[config.mk]
export PLATFORM = sky130hd
export DESIGN_NAME = i2ccs_top
export DESIGN_NICKNAME = d
export VERILOG_FILES = /design/src/verilog/i2ccs_pkg.sv /design/src/verilog/i2ccs_top.sv
export VERILOG_INCLUDE_DIRS = /design/src /design/src/verilog
export SDC_FILE = /design/constraint.sdc
export NUM_CORES = 1
export LEC_CHECK = 0
export BUFFER_PORTS_ARGS = -buffer_cell sky130_fd_sc_hd__clkbuf_2
export CORE_UTILIZATION = 45
export CTS_BUF_LIST = sky130_fd_sc_hd__clkbuf_16
export CTS_CLUSTER_SIZE = 24
export DETAILED_ROUTE_END_ITERATION = 8
export GPL_TIMING_DRIVEN = 0
export PLACE_DENSITY_LB_ADDON = 0.08
export SYNTH_ARGS = -nofsm -noshare
export SYNTH_HDL_FRONTEND = slang
export SYNTH_SLANG_ARGS = --single-unit
[constraint.sdc]
create_clock -name sys_clk -period 2.4 [get_ports sys_clk]
set_input_delay 0 -clock sys_clk [delete_from_list [all_inputs] [get_ports sys_clk]]
set_output_delay 0 -clock sys_clk [all_outputs]
set_load 0.05 [all_outputs]
[src/verilog/i2ccs_defines.svh]
`ifndef I2CCS_DEFINES_SVH
`define I2CCS_DEFINES_SVH

// register byte addresses
`define I2CCS_BUS_CONTROL_ADDR 8'h00
`define I2CCS_BUS_STATUS_ADDR  8'h04
`define I2CCS_TX_DATA_ADDR     8'h08
`define I2CCS_RX_DATA_ADDR     8'h0c

// bus_control field positions
`define I2CCS_PE_BIT   0
`define I2CCS_ROLE_LO  1
`define I2CCS_ROLE_HI  2
`define I2CCS_SPEED_LO 4
`define I2CCS_SPEED_HI 5
`define I2CCS_GCH_BIT  6
`define I2CCS_TXF_BIT  7
`define I2CCS_RXF_BIT  8
`define I2CCS_DTX_BIT  9
`define I2CCS_DRX_BIT  10
`define I2CCS_FLT_LO   13
`define I2CCS_FLT_HI   14
`define I2CCS_FS_BIT   15
`define I2CCS_CTRL_MASK  32'h0000e7f7
`define I2CCS_CTRL_RESET 32'h00000000

// bus responses
`define I2CCS_RESP_OKAY   2'b00
`define I2CCS_RESP_SLVERR 2'b10

// timing
`define I2CCS_CLK_NS       100
`define I2CCS_HALF_STD_NS  5000
`define I2CCS_HALF_FAST_NS 1250
`define I2CCS_HALF_STD_CYC \
  ((`I2CCS_HALF_STD_NS + `I2CCS_CLK_NS - 1) / `I2CCS_CLK_NS)
`define I2CCS_HALF_FAST_CYC \
  ((`I2CCS_HALF_FAST_NS + `I2CCS_CLK_NS - 1) / `I2CCS_CLK_NS)
`define I2CCS_FLUSH_CYC    3
`define I2CCS_OWN_ADDR     7'h55
`define I2CCS_FIFO_DEPTH   4

`endif

[src/verilog/i2ccs_pkg.sv]
`default_nettype none
package i2ccs_pkg;
  // serial engine states
  typedef enum logic [3:0] {
    I2CCS_S_IDLE = 4'b0001,
    I2CCS_S_ADDR = 4'b0010,
    I2CCS_S_RX   = 4'b0100,
    I2CCS_S_TX   = 4'b1000
  } i2ccs_state_t;
  // forced stop sequencer
  typedef enum logic [2:0] {
    I2CCS_F_IDLE = 3'b001,
    I2CCS_F_LOW  = 3'b010,
    I2CCS_F_REL  = 3'b100
  } i2ccs_fstop_t;
  typedef logic [1:0] i2ccs_flt_t;
endpackage
`default_nettype wire

[src/verilog/i2ccs_top.sv]
// The implementer's own choices: the AXI4-Lite slave port and the address map.
`include "i2ccs_defines.svh"
`default_nettype none

// small synchronous FIFO, count based
module i2ccs_fifo #(
  parameter int W = 8,
  parameter int D = 4
) (
  input  wire logic         sys_clk,
  input  wire logic         rst,
  input  wire logic         clr,
  input  wire logic         in_valid,
  output logic              in_ready,
  input  wire logic [W-1:0] in_data,
  output logic              out_valid,
  input  wire logic         out_ready,
  output logic [W-1:0]      out_data
);
  localparam int AW = $clog2(D);
  logic [W-1:0]  mem [D];
  logic [AW-1:0] wp_reg;
  logic [AW-1:0] rp_reg;
  logic [AW:0]   cnt_reg;
  logic          push;
  logic          pop;
  assign in_ready  = (cnt_reg != (AW+1)'(D));
  assign out_valid = (cnt_reg != '0);
  assign out_data  = mem[rp_reg];
  assign push      = in_valid & in_ready;
  assign pop       = out_valid & out_ready;
  // storage
  always_ff @(posedge sys_clk) begin
    if (push) begin
      mem[wp_reg] <= in_data;
    end
  end
  // pointers and count
  always_ff @(posedge sys_clk) begin
    if (rst || clr) begin
      wp_reg  <= '0;
      rp_reg  <= '0;
      cnt_reg <= '0;
    end else begin
      if (push) wp_reg <= wp_reg + AW'(1);
      if (pop) rp_reg <= rp_reg + AW'(1);
      cnt_reg <= cnt_reg + (AW+1)'(push) - (AW+1)'(pop);
    end
  end
endmodule // i2ccs_fifo

// line synchroniser plus spike filter
module i2ccs_glitch (
  input  wire logic                sys_clk,
  input  wire logic                rst,
  input  wire logic                pin,
  input  wire i2ccs_pkg::i2ccs_flt_t sel,
  output logic                     level
);
  import i2ccs_pkg::*;
  logic       s1_reg;
  logic       s2_reg;
  logic [2:0] cnt_reg;
  logic [2:0] need;
  // 01/10/11 reject 1/2/4 wide spikes
  always_comb begin
    unique case (sel)
      2'b00: need = 3'h0;
      2'b01: need = 3'h1;
      2'b10: need = 3'h2;
      2'b11: need = 3'h4;
    endcase
  end
  // two flops before any logic sees the pin
  always_ff @(posedge sys_clk) begin
    if (rst) begin
      s1_reg <= 1'b1;
      s2_reg <= 1'b1;
    end else begin
      s1_reg <= pin;
      s2_reg <= s1_reg;
    end
  end
  // accept a new level only once it outlasts the spike width
  always_ff @(posedge sys_clk) begin
    if (rst) begin
      level   <= 1'b1;
      cnt_reg <= 3'h0;
    end else if (s2_reg == level) begin
      cnt_reg <= 3'h0;
    end else if (cnt_reg >= need) begin
      level   <= s2_reg;
      cnt_reg <= 3'h0;
    end else begin
      cnt_reg <= cnt_reg + 3'h1;
    end
  end
endmodule // i2ccs_glitch

module i2ccs_top (
  input  wire logic        sys_clk,
  input  wire logic        rst,
  input  wire logic [7:0]  s_axi_awaddr,
  input  wire logic        s_axi_awvalid,
  output logic             s_axi_awready,
  input  wire logic [31:0] s_axi_wdata,
  input  wire logic [3:0]  s_axi_wstrb,
  input  wire logic        s_axi_wvalid,
  output logic             s_axi_wready,
  output logic [1:0]       s_axi_bresp,
  output logic             s_axi_bvalid,
  input  wire logic        s_axi_bready,
  input  wire logic [7:0]  s_axi_araddr,
  input  wire logic        s_axi_arvalid,
  output logic             s_axi_arready,
  output logic [31:0]      s_axi_rdata,
  output logic [1:0]       s_axi_rresp,
  output logic             s_axi_rvalid,
  input  wire logic        s_axi_rready,
  input  wire logic        scl_in,
  output logic             scl_out,
  output logic             scl_oe,
  input  wire logic        sda_in,
  output logic             sda_out,
  output logic             sda_oe,
  output logic             dma_tx_req,
  input  wire logic        dma_tx_eot,
  output logic             dma_rx_req,
  input  wire logic        dma_rx_eot
);
  import i2ccs_pkg::*;

  logic [31:0]  ctrl_reg;
  i2ccs_state_t state_reg;
  i2ccs_fstop_t fs_reg;
  logic [3:0]   bit_reg;
  logic [7:0]   shift_reg;
  logic [7:0]   code_reg;
  logic         gc_reg;
  logic         pend_reg;
  logic [1:0]   txf_cnt_reg;
  logic [1:0]   rxf_cnt_reg;
  logic [5:0]   fs_cnt_reg;
  logic         scl_f, sda_f, scl_d_reg, sda_d_reg;
  logic         scl_rise, scl_fall, start_c, stop_c;
  logic         wr_go, rd_go, wr_ok;
  logic [31:0]  wmask, set_ones, hw_clr;
  logic         tx_in_ready, tx_out_valid, tx_pop;
  logic [7:0]   tx_out_data;
  logic         rx_in_ready, rx_out_valid, rx_push, rx_pop;
  logic [7:0]   rx_out_data;
  logic         pe, txf, rxf, match, direct_gc;
  logic [5:0]   half_cyc;

  assign pe  = ctrl_reg[`I2CCS_PE_BIT];
  assign txf = ctrl_reg[`I2CCS_TXF_BIT];
  assign rxf = ctrl_reg[`I2CCS_RXF_BIT];
  // stop setup time follows the selected bus speed
  assign half_cyc = ctrl_reg[`I2CCS_SPEED_LO] ?
                    6'(`I2CCS_HALF_FAST_CYC) : 6'(`I2CCS_HALF_STD_CYC);

  // filtered lines and bus conditions
  i2ccs_glitch u_scl (.sys_clk(sys_clk), .rst(rst), .pin(scl_in),
    .sel(ctrl_reg[`I2CCS_FLT_HI:`I2CCS_FLT_LO]), .level(scl_f));
  i2ccs_glitch u_sda (.sys_clk(sys_clk), .rst(rst), .pin(sda_in),
    .sel(ctrl_reg[`I2CCS_FLT_HI:`I2CCS_FLT_LO]), .level(sda_f));
  always_ff @(posedge sys_clk) begin
    if (rst) begin
      scl_d_reg <= 1'b1;
      sda_d_reg <= 1'b1;
    end else begin
      scl_d_reg <= scl_f;
      sda_d_reg <= sda_f;
    end
  end
  assign scl_rise = scl_f & ~scl_d_reg;
  assign scl_fall = ~scl_f & scl_d_reg;
  assign start_c  = scl_f & scl_d_reg & sda_d_reg & ~sda_f;
  assign stop_c   = scl_f & scl_d_reg & ~sda_d_reg & sda_f;

  // address match; a master-only role is never addressed
  assign match = pe && (ctrl_reg[`I2CCS_ROLE_HI:`I2CCS_ROLE_LO] != 2'b01)
    && ((shift_reg[7:1] == `I2CCS_OWN_ADDR) || (shift_reg == 8'h00));
  // direct mode consumes software general calls, never hardware ones
  assign direct_gc = gc_reg && ctrl_reg[`I2CCS_GCH_BIT]
                     && !shift_reg[0];

  // fifos: receive back-pressure stretches the clock line
  i2ccs_fifo #(.W(8), .D(`I2CCS_FIFO_DEPTH)) u_txq (
    .sys_clk(sys_clk), .rst(rst), .clr(txf || !pe),
    .in_valid(wr_go && s_axi_awaddr == `I2CCS_TX_DATA_ADDR
              && s_axi_wstrb[0]),
    .in_ready(tx_in_ready), .in_data(s_axi_wdata[7:0]),
    .out_valid(tx_out_valid), .out_ready(tx_pop),
    .out_data(tx_out_data));
  i2ccs_fifo #(.W(8), .D(`I2CCS_FIFO_DEPTH)) u_rxq (
    .sys_clk(sys_clk), .rst(rst), .clr(rxf || !pe),
    .in_valid(rx_push), .in_ready(rx_in_ready), .in_data(shift_reg),
    .out_valid(rx_out_valid), .out_ready(rx_pop),
    .out_data(rx_out_data));
  assign rx_push = pend_reg && pe;
  assign tx_pop  = (state_reg == I2CCS_S_TX) && scl_fall
                   && bit_reg == 4'h9 && tx_out_valid;
  assign rx_pop  = rd_go && s_axi_araddr == `I2CCS_RX_DATA_ADDR;

  // serial engine; either flush or disable returns it to idle
  always_ff @(posedge sys_clk) begin
    if (rst || !pe || txf || rxf || stop_c) begin
      state_reg <= I2CCS_S_IDLE;
      bit_reg   <= 4'h0;
      gc_reg    <= 1'b0;
      pend_reg  <= 1'b0;
    end else if (start_c) begin
      state_reg <= I2CCS_S_ADDR;
      bit_reg   <= 4'h0;
      pend_reg  <= 1'b0;
    end else if (pend_reg) begin
      if (rx_in_ready) pend_reg <= 1'b0;
    end else if (scl_rise) begin
      if (bit_reg < 4'h8 && state_reg != I2CCS_S_TX) begin
        shift_reg <= {shift_reg[6:0], sda_f};
      end
      if (bit_reg == 4'h8 && state_reg == I2CCS_S_TX && sda_f) begin
        state_reg <= I2CCS_S_IDLE; // master nack ends the read
      end
      bit_reg <= bit_reg + 4'h1;
    end else if (scl_fall && bit_reg == 4'h8) begin
      unique case (state_reg)
        I2CCS_S_ADDR: begin
          if (!match) begin
            state_reg <= I2CCS_S_IDLE;
          end else if (shift_reg[0] && shift_reg[7:1] != 7'h00) begin
            state_reg <= I2CCS_S_TX;
          end else begin
            state_reg <= I2CCS_S_RX;
            gc_reg    <= (shift_reg == 8'h00);
          end
        end
        I2CCS_S_RX: begin
          if (!direct_gc) pend_reg <= 1'b1;
          gc_reg <= 1'b0;
        end
        default: ;
      endcase
    end else if (scl_fall && bit_reg == 4'h9) begin
      bit_reg <= 4'h0;
      if (state_reg == I2CCS_S_TX) begin
        shift_reg <= tx_out_valid ? tx_out_data : 8'hff;
      end
    end else if (scl_fall && state_reg == I2CCS_S_TX) begin
      shift_reg <= {shift_reg[6:0], 1'b1};
    end
  end

  // status code of a directly handled general call
  always_ff @(posedge sys_clk) begin
    if (rst) begin
      code_reg <= 8'h00;
    end else if (state_reg == I2CCS_S_RX && scl_fall
                 && bit_reg == 4'h8 && direct_gc) begin
      code_reg <= shift_reg;
    end
  end

  // forced stop: pull data low, wait, release while clock is high
  always_ff @(posedge sys_clk) begin
    if (rst || !pe) begin
      fs_reg     <= I2CCS_F_IDLE;
      fs_cnt_reg <= 6'h0;
    end else begin
      unique case (fs_reg)
        I2CCS_F_IDLE: if (ctrl_reg[`I2CCS_FS_BIT]) begin
          fs_reg     <= I2CCS_F_LOW;
          fs_cnt_reg <= 6'h0;
        end
        I2CCS_F_LOW: begin
          fs_cnt_reg <= fs_cnt_reg + 6'h1;
          if (fs_cnt_reg >= half_cyc && scl_f) fs_reg <= I2CCS_F_REL;
        end
        I2CCS_F_REL: fs_reg <= I2CCS_F_IDLE;
      endcase
    end
  end

  // pin drivers: open drain, only the enables move
  always_ff @(posedge sys_clk) begin
    if (rst) begin
      sda_oe  <= 1'b0;
      scl_oe  <= 1'b0;
      sda_out <= 1'b0;
      scl_out <= 1'b0;
    end else begin
      scl_oe <= pend_reg && !rx_in_ready; // stretch while queue full
      if (fs_reg == I2CCS_F_LOW) begin
        sda_oe <= 1'b1;
      end else if (!pe || state_reg == I2CCS_S_IDLE) begin
        sda_oe <= 1'b0;
      end else if (state_reg == I2CCS_S_TX && bit_reg < 4'h8) begin
        sda_oe <= ~shift_reg[7];
      end else if (state_reg != I2CCS_S_TX && bit_reg == 4'h8) begin
        sda_oe <= (state_reg == I2CCS_S_ADDR) ? match : !pend_reg;
      end else begin
        sda_oe <= 1'b0;
      end
    end
  end

  // flush timers: run a few cycles then clear the bit
  always_ff @(posedge sys_clk) begin
    if (rst) begin
      txf_cnt_reg <= 2'h0;
      rxf_cnt_reg <= 2'h0;
    end else begin
      txf_cnt_reg <= txf ? txf_cnt_reg + 2'h1 : 2'h0;
      rxf_cnt_reg <= rxf ? rxf_cnt_reg + 2'h1 : 2'h0;
    end
  end

  // bus_control write with byte lanes; a set beats a hardware clear
  assign wr_go = s_axi_awvalid && s_axi_wvalid && !s_axi_awready
                 && !s_axi_bvalid;
  assign wmask = {{8{s_axi_wstrb[3]}}, {8{s_axi_wstrb[2]}},
                  {8{s_axi_wstrb[1]}}, {8{s_axi_wstrb[0]}}}
                 & `I2CCS_CTRL_MASK;
  assign set_ones = (wr_go && s_axi_awaddr == `I2CCS_BUS_CONTROL_ADDR)
                    ? (s_axi_wdata & wmask) : 32'h0;
  always_comb begin
    hw_clr = 32'h0;
    hw_clr[`I2CCS_TXF_BIT] = (txf_cnt_reg == 2'(`I2CCS_FLUSH_CYC));
    hw_clr[`I2CCS_RXF_BIT] = (rxf_cnt_reg == 2'(`I2CCS_FLUSH_CYC));
    hw_clr[`I2CCS_DTX_BIT] = dma_tx_eot;
    hw_clr[`I2CCS_DRX_BIT] = dma_rx_eot;
    hw_clr[`I2CCS_FS_BIT]  = (fs_reg == I2CCS_F_REL);
  end
  always_ff @(posedge sys_clk) begin
    if (rst) begin
      ctrl_reg <= `I2CCS_CTRL_RESET;
    end else if (wr_go && s_axi_awaddr == `I2CCS_BUS_CONTROL_ADDR) begin
      ctrl_reg <= ((ctrl_reg & ~wmask & ~hw_clr) | set_ones);
    end else begin
      ctrl_reg <= ctrl_reg & ~hw_clr;
    end
  end

  // dma requests follow enable and fifo room or data
  always_ff @(posedge sys_clk) begin
    if (rst) begin
      dma_tx_req <= 1'b0;
      dma_rx_req <= 1'b0;
    end else begin
      dma_tx_req <= pe && ctrl_reg[`I2CCS_DTX_BIT] && !dma_tx_eot
                    && tx_in_ready && !txf;
      dma_rx_req <= pe && ctrl_reg[`I2CCS_DRX_BIT] && !dma_rx_eot
                    && rx_out_valid && !rxf;
    end
  end

  // write channel: both addr and data taken in one cycle
  assign wr_ok = (s_axi_awaddr == `I2CCS_BUS_CONTROL_ADDR) ||
                 (s_axi_awaddr == `I2CCS_TX_DATA_ADDR && tx_in_ready);
  always_ff @(posedge sys_clk) begin
    if (rst) begin
      s_axi_awready <= 1'b0;
      s_axi_wready  <= 1'b0;
      s_axi_bvalid  <= 1'b0;
      s_axi_bresp   <= `I2CCS_RESP_OKAY;
    end else begin
      s_axi_awready <= wr_go;
      s_axi_wready  <= wr_go;
      if (wr_go) begin
        s_axi_bvalid <= 1'b1;
        s_axi_bresp  <= wr_ok ? `I2CCS_RESP_OKAY : `I2CCS_RESP_SLVERR;
      end else if (s_axi_bready) begin
        s_axi_bvalid <= 1'b0;
      end
    end
  end

  // read channel; reading rx data pops the receive queue
  assign rd_go = s_axi_arvalid && !s_axi_arready && !s_axi_rvalid;
  always_ff @(posedge sys_clk) begin
    if (rst) begin
      s_axi_arready <= 1'b0;
      s_axi_rvalid  <= 1'b0;
      s_axi_rdata   <= 32'h0;
      s_axi_rresp   <= `I2CCS_RESP_OKAY;
    end else begin
      s_axi_arready <= rd_go;
      if (rd_go) begin
        s_axi_rvalid <= 1'b1;
        s_axi_rresp  <= `I2CCS_RESP_OKAY;
        unique case (s_axi_araddr)
          `I2CCS_BUS_CONTROL_ADDR: s_axi_rdata <= ctrl_reg;
          `I2CCS_BUS_STATUS_ADDR: s_axi_rdata <= {20'h0,
            state_reg != I2CCS_S_IDLE, !tx_in_ready, rx_out_valid,
            fs_reg != I2CCS_F_IDLE, code_reg};
          `I2CCS_RX_DATA_ADDR: s_axi_rdata <= {23'h0, rx_out_valid,
                                              rx_out_data};
          default: begin
            s_axi_rdata <= 32'h0;
            s_axi_rresp <= `I2CCS_RESP_SLVERR;
          end
        endcase
      end else if (s_axi_rready) begin
        s_axi_rvalid <= 1'b0;
      end
    end
  end
endmodule // i2ccs_top
`default_nettype wire

==> results of run 1 <==
cell type report:
| class | count | area [sq um] | area share (%) |
|---|---|---|---|
| Clock buffer | 17 | 425 | 4.62 |
| Tap cell | 220 | 275 | 2.99 |
| Timing Repair Buffer | 92 | 593 | 6.45 |
| Inverter | 30 | 113 | 1.22 |
| Sequential cell | 173 | 4190 | 45.5 |
| Clock inverter | 15 | 145 | 1.58 |
| Multi-Input combinational cell | 431 | 3190 | 34.6 |
| Buffer | 48 | 278 | 3.02 |
kinds of logic after synthesis:
group	Yosys count	share of synthesized area [%]
adder cells (fa/ha/maj)	34	5.78
flip-flops	173	54.9
AND/OR/NAND/NOR	220	16.2
XOR/XNOR	16	1.84
AO/OA/AOI/OAI	100	8.16
multiplexers	40	7.93
other	1	0.0492
buffers and inverters	78	5.12
cells in the mapped netlist, types with 9 or more instances:
master and n:
ha_1 32, clkbuf_1 15, mux2i_1 21, o21ai_0 22
dfxtp_1 101, nand3_1 20, edfxtp_1 72, nor3b_1 9
nand2b_1 12, xnor2_1 15, nand2_1 43, mux4_2 16
buf_4 22, a21oi_1 39, inv_1 30, nor2_1 59
cells in the final DEF, fill, tap and decap left out, types with 25 or more instances in the layout:
cell / n
nor2_1: 58
dfxtp_1: 100
edfxtp_1: 72
nand2_1: 43
a21oi_1: 38
inv_1: 30
ha_1: 32
clkbuf_2: 66
buf_4: 25
power by group:
| part | total [mW] | switching, mW | internal (mW) |
|---|---|---|---|
| clock network | 2.68 | 1.15 | 1.53 |
| logic | 0.303 | 0.194 | 0.109 |
| registers | 3.07 | 0.00822 | 3.06 |
| total | 6.05 | 1.35 | 4.69 |
per-layer routing:
layer  part of all wire, %  global-route usage (%)  up-vias
met1                    47                    26.1     2494
li1                      -                       -     2593
met2                    48                    32.7      120
met4                   1.2                    6.59        0
met5                     0                       0        -
met3                   4.0                    3.84       18
worst max-delay path by stage:
stage / start / to / slack [ns]
finish: state_reg[3]$_SDFFE_PN0P_ / u_txq.cnt_reg[2]$_SDFF_PP0_ / 0.18
global route: u_scl.level$_SDFFE_PP1P_ / u_txq.cnt_reg[2]$_SDFF_PP0_ / 0.04
CTS: s_axi_rvalid$_SDFFE_PP0P_ / u_rxq.cnt_reg[2]$_SDFF_PP0_ / 0.03
detailed placement: ctrl_reg[0]$_SDFFE_PP0P_ / shift_reg[6]$_DFFE_PP_ / -0.92
global placement: ctrl_reg[0]$_SDFFE_PP0P_ / shift_reg[6]$_DFFE_PP_ / -0.80
floorplan: s_axi_rvalid$_SDFFE_PP0P_ / u_rxq.cnt_reg[2]$_SDFF_PP0_ / 0.007
stage by stage:
stage	instance area, sq um	utilization (%)	hold WS, ns
final	9200	55.5	0.0171
after global routing	9200	55.5	0.00842
after CTS	9160	55.2	0.0116
after detailed placement	8300	50.1	0.185
after global placement	8300	50.1	0.185
after floorplan	7700	-	0.0767
timing repair:
item | in CTS | in global routing
setup endpoints to repair | 12 | 12
setup buffers | 1 | 3
hold buffers | 22 | 0
endpoints found under the hold margin | 56 | 0
resized for setup | 9 | 5
pin swaps | 1 | 2
critical path, stage by stage, from the launching register on:
cell	delay, ns
dfxtp_1	0.43
or4b_4	0.54
nor2_4	0.15
ha_1	0.15
inv_1	0.04
ha_1	0.18
fa_1	0.37
xnor2_1	0.17
nor2_1	0.05
==> out/results.ini, run 1 <==
[synth]
synth-seq-cells = 173
syn_inst = 662
ys_types = 66
synth_top_cell_by_area = edfxtp_1
avgSynthCellArea_sq_um = 11.5
yosys_warnings = 0
synth_edf_count = 72
synthFlopType = dfxtp_1
async_flop_share_pct = 0
synth_area_sq_um = 7620
synth_area_leaders = edfxtp_1 (28%), dfxtp_1 (27%), ha_1 (5.3%), mux4_2 (4.7%), nor2_1 (2.9%)
synth_top_area_share_pct = 28.4
yosysSeqAreaShare_pct = 54.9

[floorplan]
initial_core_util_pct = 46.0
io_pins = 110
design.core.area_sq_um = 16600
rows = 47
die_h_um = 132
fp.dieArea_sq_um = 17500
die_x_um = 132

[setup_path]
cp_data_required_time_ns = 2.70
worstSetupEndpointType = flop
startpoint_type = flop
r2r_end = u_txq.cnt_reg[2]$_SDFF_PP0_
reg2reg_from = state_reg[3]$_SDFFE_PN0P_
timing.reg2reg.setup_slack_ns = 0.18
cp.arrival_ns = 2.52
cp_max_fo = 6
r2r_cells = 8
path_class = flop to flop

[timing]
tightest_slew_ns = 0.758
setup_viol = 0
final-max-slew-violation-count = 0
hold_viol = 0
fmax_mhz = 451
relSlewSlack_pct = 49.4
fin_ws_ns = 0.181
fin_crit_sh_pct = 92.5
fin_crit_ns = 2.22
rsz0062_at_grt = no
fin_worst_skew_ns = 0.00650
setup_tns_ns = 0

[pwr]
p_leak_nw = 3.50
power_density_nw_per_um2 = 657
vdd_drop_max_v = 0.000547
power_mw = 6.05

[clock_network]
insertion_delay_ns = 0.43
cts_tree = built
htree_levels = 4
clockBufferDepth = 2
cts_root_buffer = clkbuf_16
clkSinkCount = 173
cts_buffers = 17
clk_pin_slew_ns = 0.06

[routing]
vias_per_cell = 5.09
via_count = 5225
firstDrtPassIters = 4
antenna_left = 0
drc = 0
finalWirelength_um = 16300
post_drt_wl_per_cell_um = 15.9
drt_iter0_markers = 294

[final_layout]
n_fill_cell = 1472
reg.largest.list = u_rxq.mem (32), u_txq.mem (32), s_axi_rdata (15)
layout.nets = 890
drive_above_1_share_pct = 22.7
diodes = 0
area_delta_synth_final_pct = 20.7
final_cells = 1026

[status]
status = finished, final reports clean

[global_routing]
grt_max_degree = 17
grt_overflow = 0
grt_util_all_layers_pct = 19.8
first_global_vias = 5041
antenna_found_initial = 0
grt_pass1_wl_um = 26300

[placement]
place_congestion = 0.803
dp_cells = 968
dpl.hpwl_um = 11800
dp_slack_ns = -0.915
io_buffers = 66

[hold_path]
hold_end = s_axi_rdata[10]$_SDFFE_PP0P_
min_path_type = input pin to flop
min_path_cells = 4
hp-start = s_axi_arvalid

[run]
drv_cap = 0

(Power assumes the default switching activity.)
==> run 2: changes to the inputs <==
clock period = 2.53 ns   (was 2.4 ns; I/O delays follow)
==> out/results.ini, run 2 (synthesized netlist as in run 1, its figures left out) <==
[clock_network]
cts_tree = built
insertion_delay_ns = 0.43
cts_buffers = 17
htree_levels = 4
clkSinkCount = 173
clockBufferDepth = 2
clk_pin_slew_ns = 0.06
cts_root_buffer = clkbuf_16

[final_layout]
drive_above_1_share_pct = 22.1
finish.instance_area_sq_um = 9170
final_common_cell = dfxtp_1
diodes = 0
final_cell_mix = dfxtp_1 (100), edfxtp_1 (72), clkbuf_2 (66)
layout.nets = 889
reg.largest.list = u_rxq.mem (32), u_txq.mem (32), s_axi_rdata (15)
fin_util_pct = 55.3
area_delta_synth_final_pct = 20.3

[setup_path]
reg2reg_from = u_scl.level$_SDFFE_PP1P_
timing.reg2reg.setup_slack_ns = 0.18
cp.arrival_ns = 2.65
cp_data_required_time_ns = 2.83
r2r_cells = 10
r2r_end = u_txq.cnt_reg[2]$_SDFF_PP0_
worstSetupEndpointType = flop
crit_buf_inv = 2
endpoint = u_txq.cnt_reg[2]$_SDFF_PP0_
crit_cells = 10
cp_max_fo = 10
startpoint_type = flop
cp_slowest_stage_delay_ns = 0.37
crit_slowest_cell = fa_1
cp_common_cell = ha_1
path_cells = buf_2 > nor3b_4 > nand4_4 > nor2_2 > ha_1 > inv_1 > ha_1 > fa_1 > xnor2_1 > nor2_1
setup.worst_path.start = u_scl.level$_SDFFE_PP1P_
path_class = flop to flop
critical-path-top-delay-family = simple AND/OR/NAND/NOR gates

[global_routing]
grt_pass1_wl_um = 26200
antenna_found_initial = 0
grt_overflow = 0
first_global_vias = 5021
grt_max_degree = 17
grt_util_all_layers_pct = 19.7

[routing]
antenna_left = 0
drt_iter0_markers = 335
drt-met1-wl_um = 7740
wl_met3_um = 594
drc = 0
via_count = 5243
dr_wl_met2_um = 7780
top_layer = met4
post_drt_wl_per_cell_um = 15.9
finalWirelength_um = 16300
firstDrtPassIters = 4
vias_per_cell = 5.12

[floorplan]
die_x_um = 132
initial_core_util_pct = 46.0
fp.dieArea_sq_um = 17500
rows = 47
io_pins = 110
design.core.area_sq_um = 16600
die_h_um = 132

[timing]
final-max-slew-violation-count = 0
fin_crit_sh_pct = 92.9
fin_worst_skew_ns = 0.00566
setup_viol = 0
fmax_mhz = 426
tightest_slew_ns = 0.778
hold_viol = 0
fin_hold_ws_ns = 0.0183
fin_crit_ns = 2.35
relSlewSlack_pct = 47.8

[placement]
place_congestion = 0.803
io_buffers = 66
dpl.hpwl_um = 11800
dpl_cell_area_sq_um = 8300

[status]
status = finished, final reports clean

[pwr]
vdd_drop_max_v = 0.000519
p_leak_nw = 3.49
power_density_nw_per_um2 = 625

[run]
drv_cap = 0

[hold_path]
min_path_type = input pin to flop

-- run 2: changes by cell type in the layout (fill, tap and decap cells not counted), sizes merged --
cell,change
buf,-1
-- run 2: how the worst min path moves through the flow --
stage / start / slack, ns / depth (start not counted) / endpoint
3_5_place_dp: scl_in / 0.18 / 2 / u_scl.s1_reg$_SDFF_PP1_
3_3_place_gp: scl_in / 0.18 / 2 / u_scl.s1_reg$_SDFF_PP1_
4_1_cts: s_axi_awaddr[1] / 0.01 / 3 / s_axi_bresp[1]$_SDFFE_PP0P_
5_1_grt: s_axi_arvalid / 0.008 / 4 / s_axi_rdata[10]$_SDFFE_PP0P_
6_report: s_axi_arvalid / 0.02 / 4 / s_axi_rdata[10]$_SDFFE_PP0P_
2_1_floorplan: dma_rx_eot / 0.08 / 1 / dma_rx_req$_SDFF_PP0_
-- run 2: area by class of cell --
type                       instances  area, sq um
sequential                       173         4190
clock inverter                    15          145
buffer                            48          278
tap                              220          275
timing repair buffer              91          586
clock buffer                      17          425
inverter                          30          113
fill                            1480         7410
multi-input combinational        431         3160
-- run 2: worst min-delay path, delay by kind of cell --
| kind | cells | cell delay (ns) |
|---|---|---|
| and+or+nand+nor | 2 | 0.24 |
| buffers and inverters | 1 | 0.09 |
| AOI/OAI and AO/OA | 1 | 0.06 |
-- run 2: power breakdown --
part | internal (mW) | switching (mW)
clock network | 1.45 | 1.09
registers | 2.90 | 0.00782
logic | 0.103 | 0.184
total | 4.45 | 1.28
-- run 2: per-layer routing --
metal	GRT usage, %	vias up
met3	3.84	18
met2	32.5	125
met5	0	-
met4	6.59	0
met1	26.0	2502
li1	-	2598
-- run 2: per-stage QoR --
| step | TNS, ns | cells | setup slack (ns) | total power [mW] |
|---|---|---|---|---|
| floorplan | 0 | 682 | 0.137 | 3.15 |
| global placement | -5.36 | 968 | -0.670 | 3.22 |
| detailed placement | -6.28 | 968 | -0.785 | 3.22 |
| CTS | 0 | 1023 | 0.000813 | 5.78 |
| global route | -0.0155 | 1025 | -0.0155 | 5.92 |
| finish | 0 | 1025 | 0.180 | 5.73 |
-- run 2: timing repair --
action	4_1_cts	5_1_grt
buffers inserted	1	2
hold endpoints to repair	56	0
setup endpoints to repair	8	12
hold buffers	22	0
resized for setup	3	6
gates cloned	0	0
pin swaps	1	1
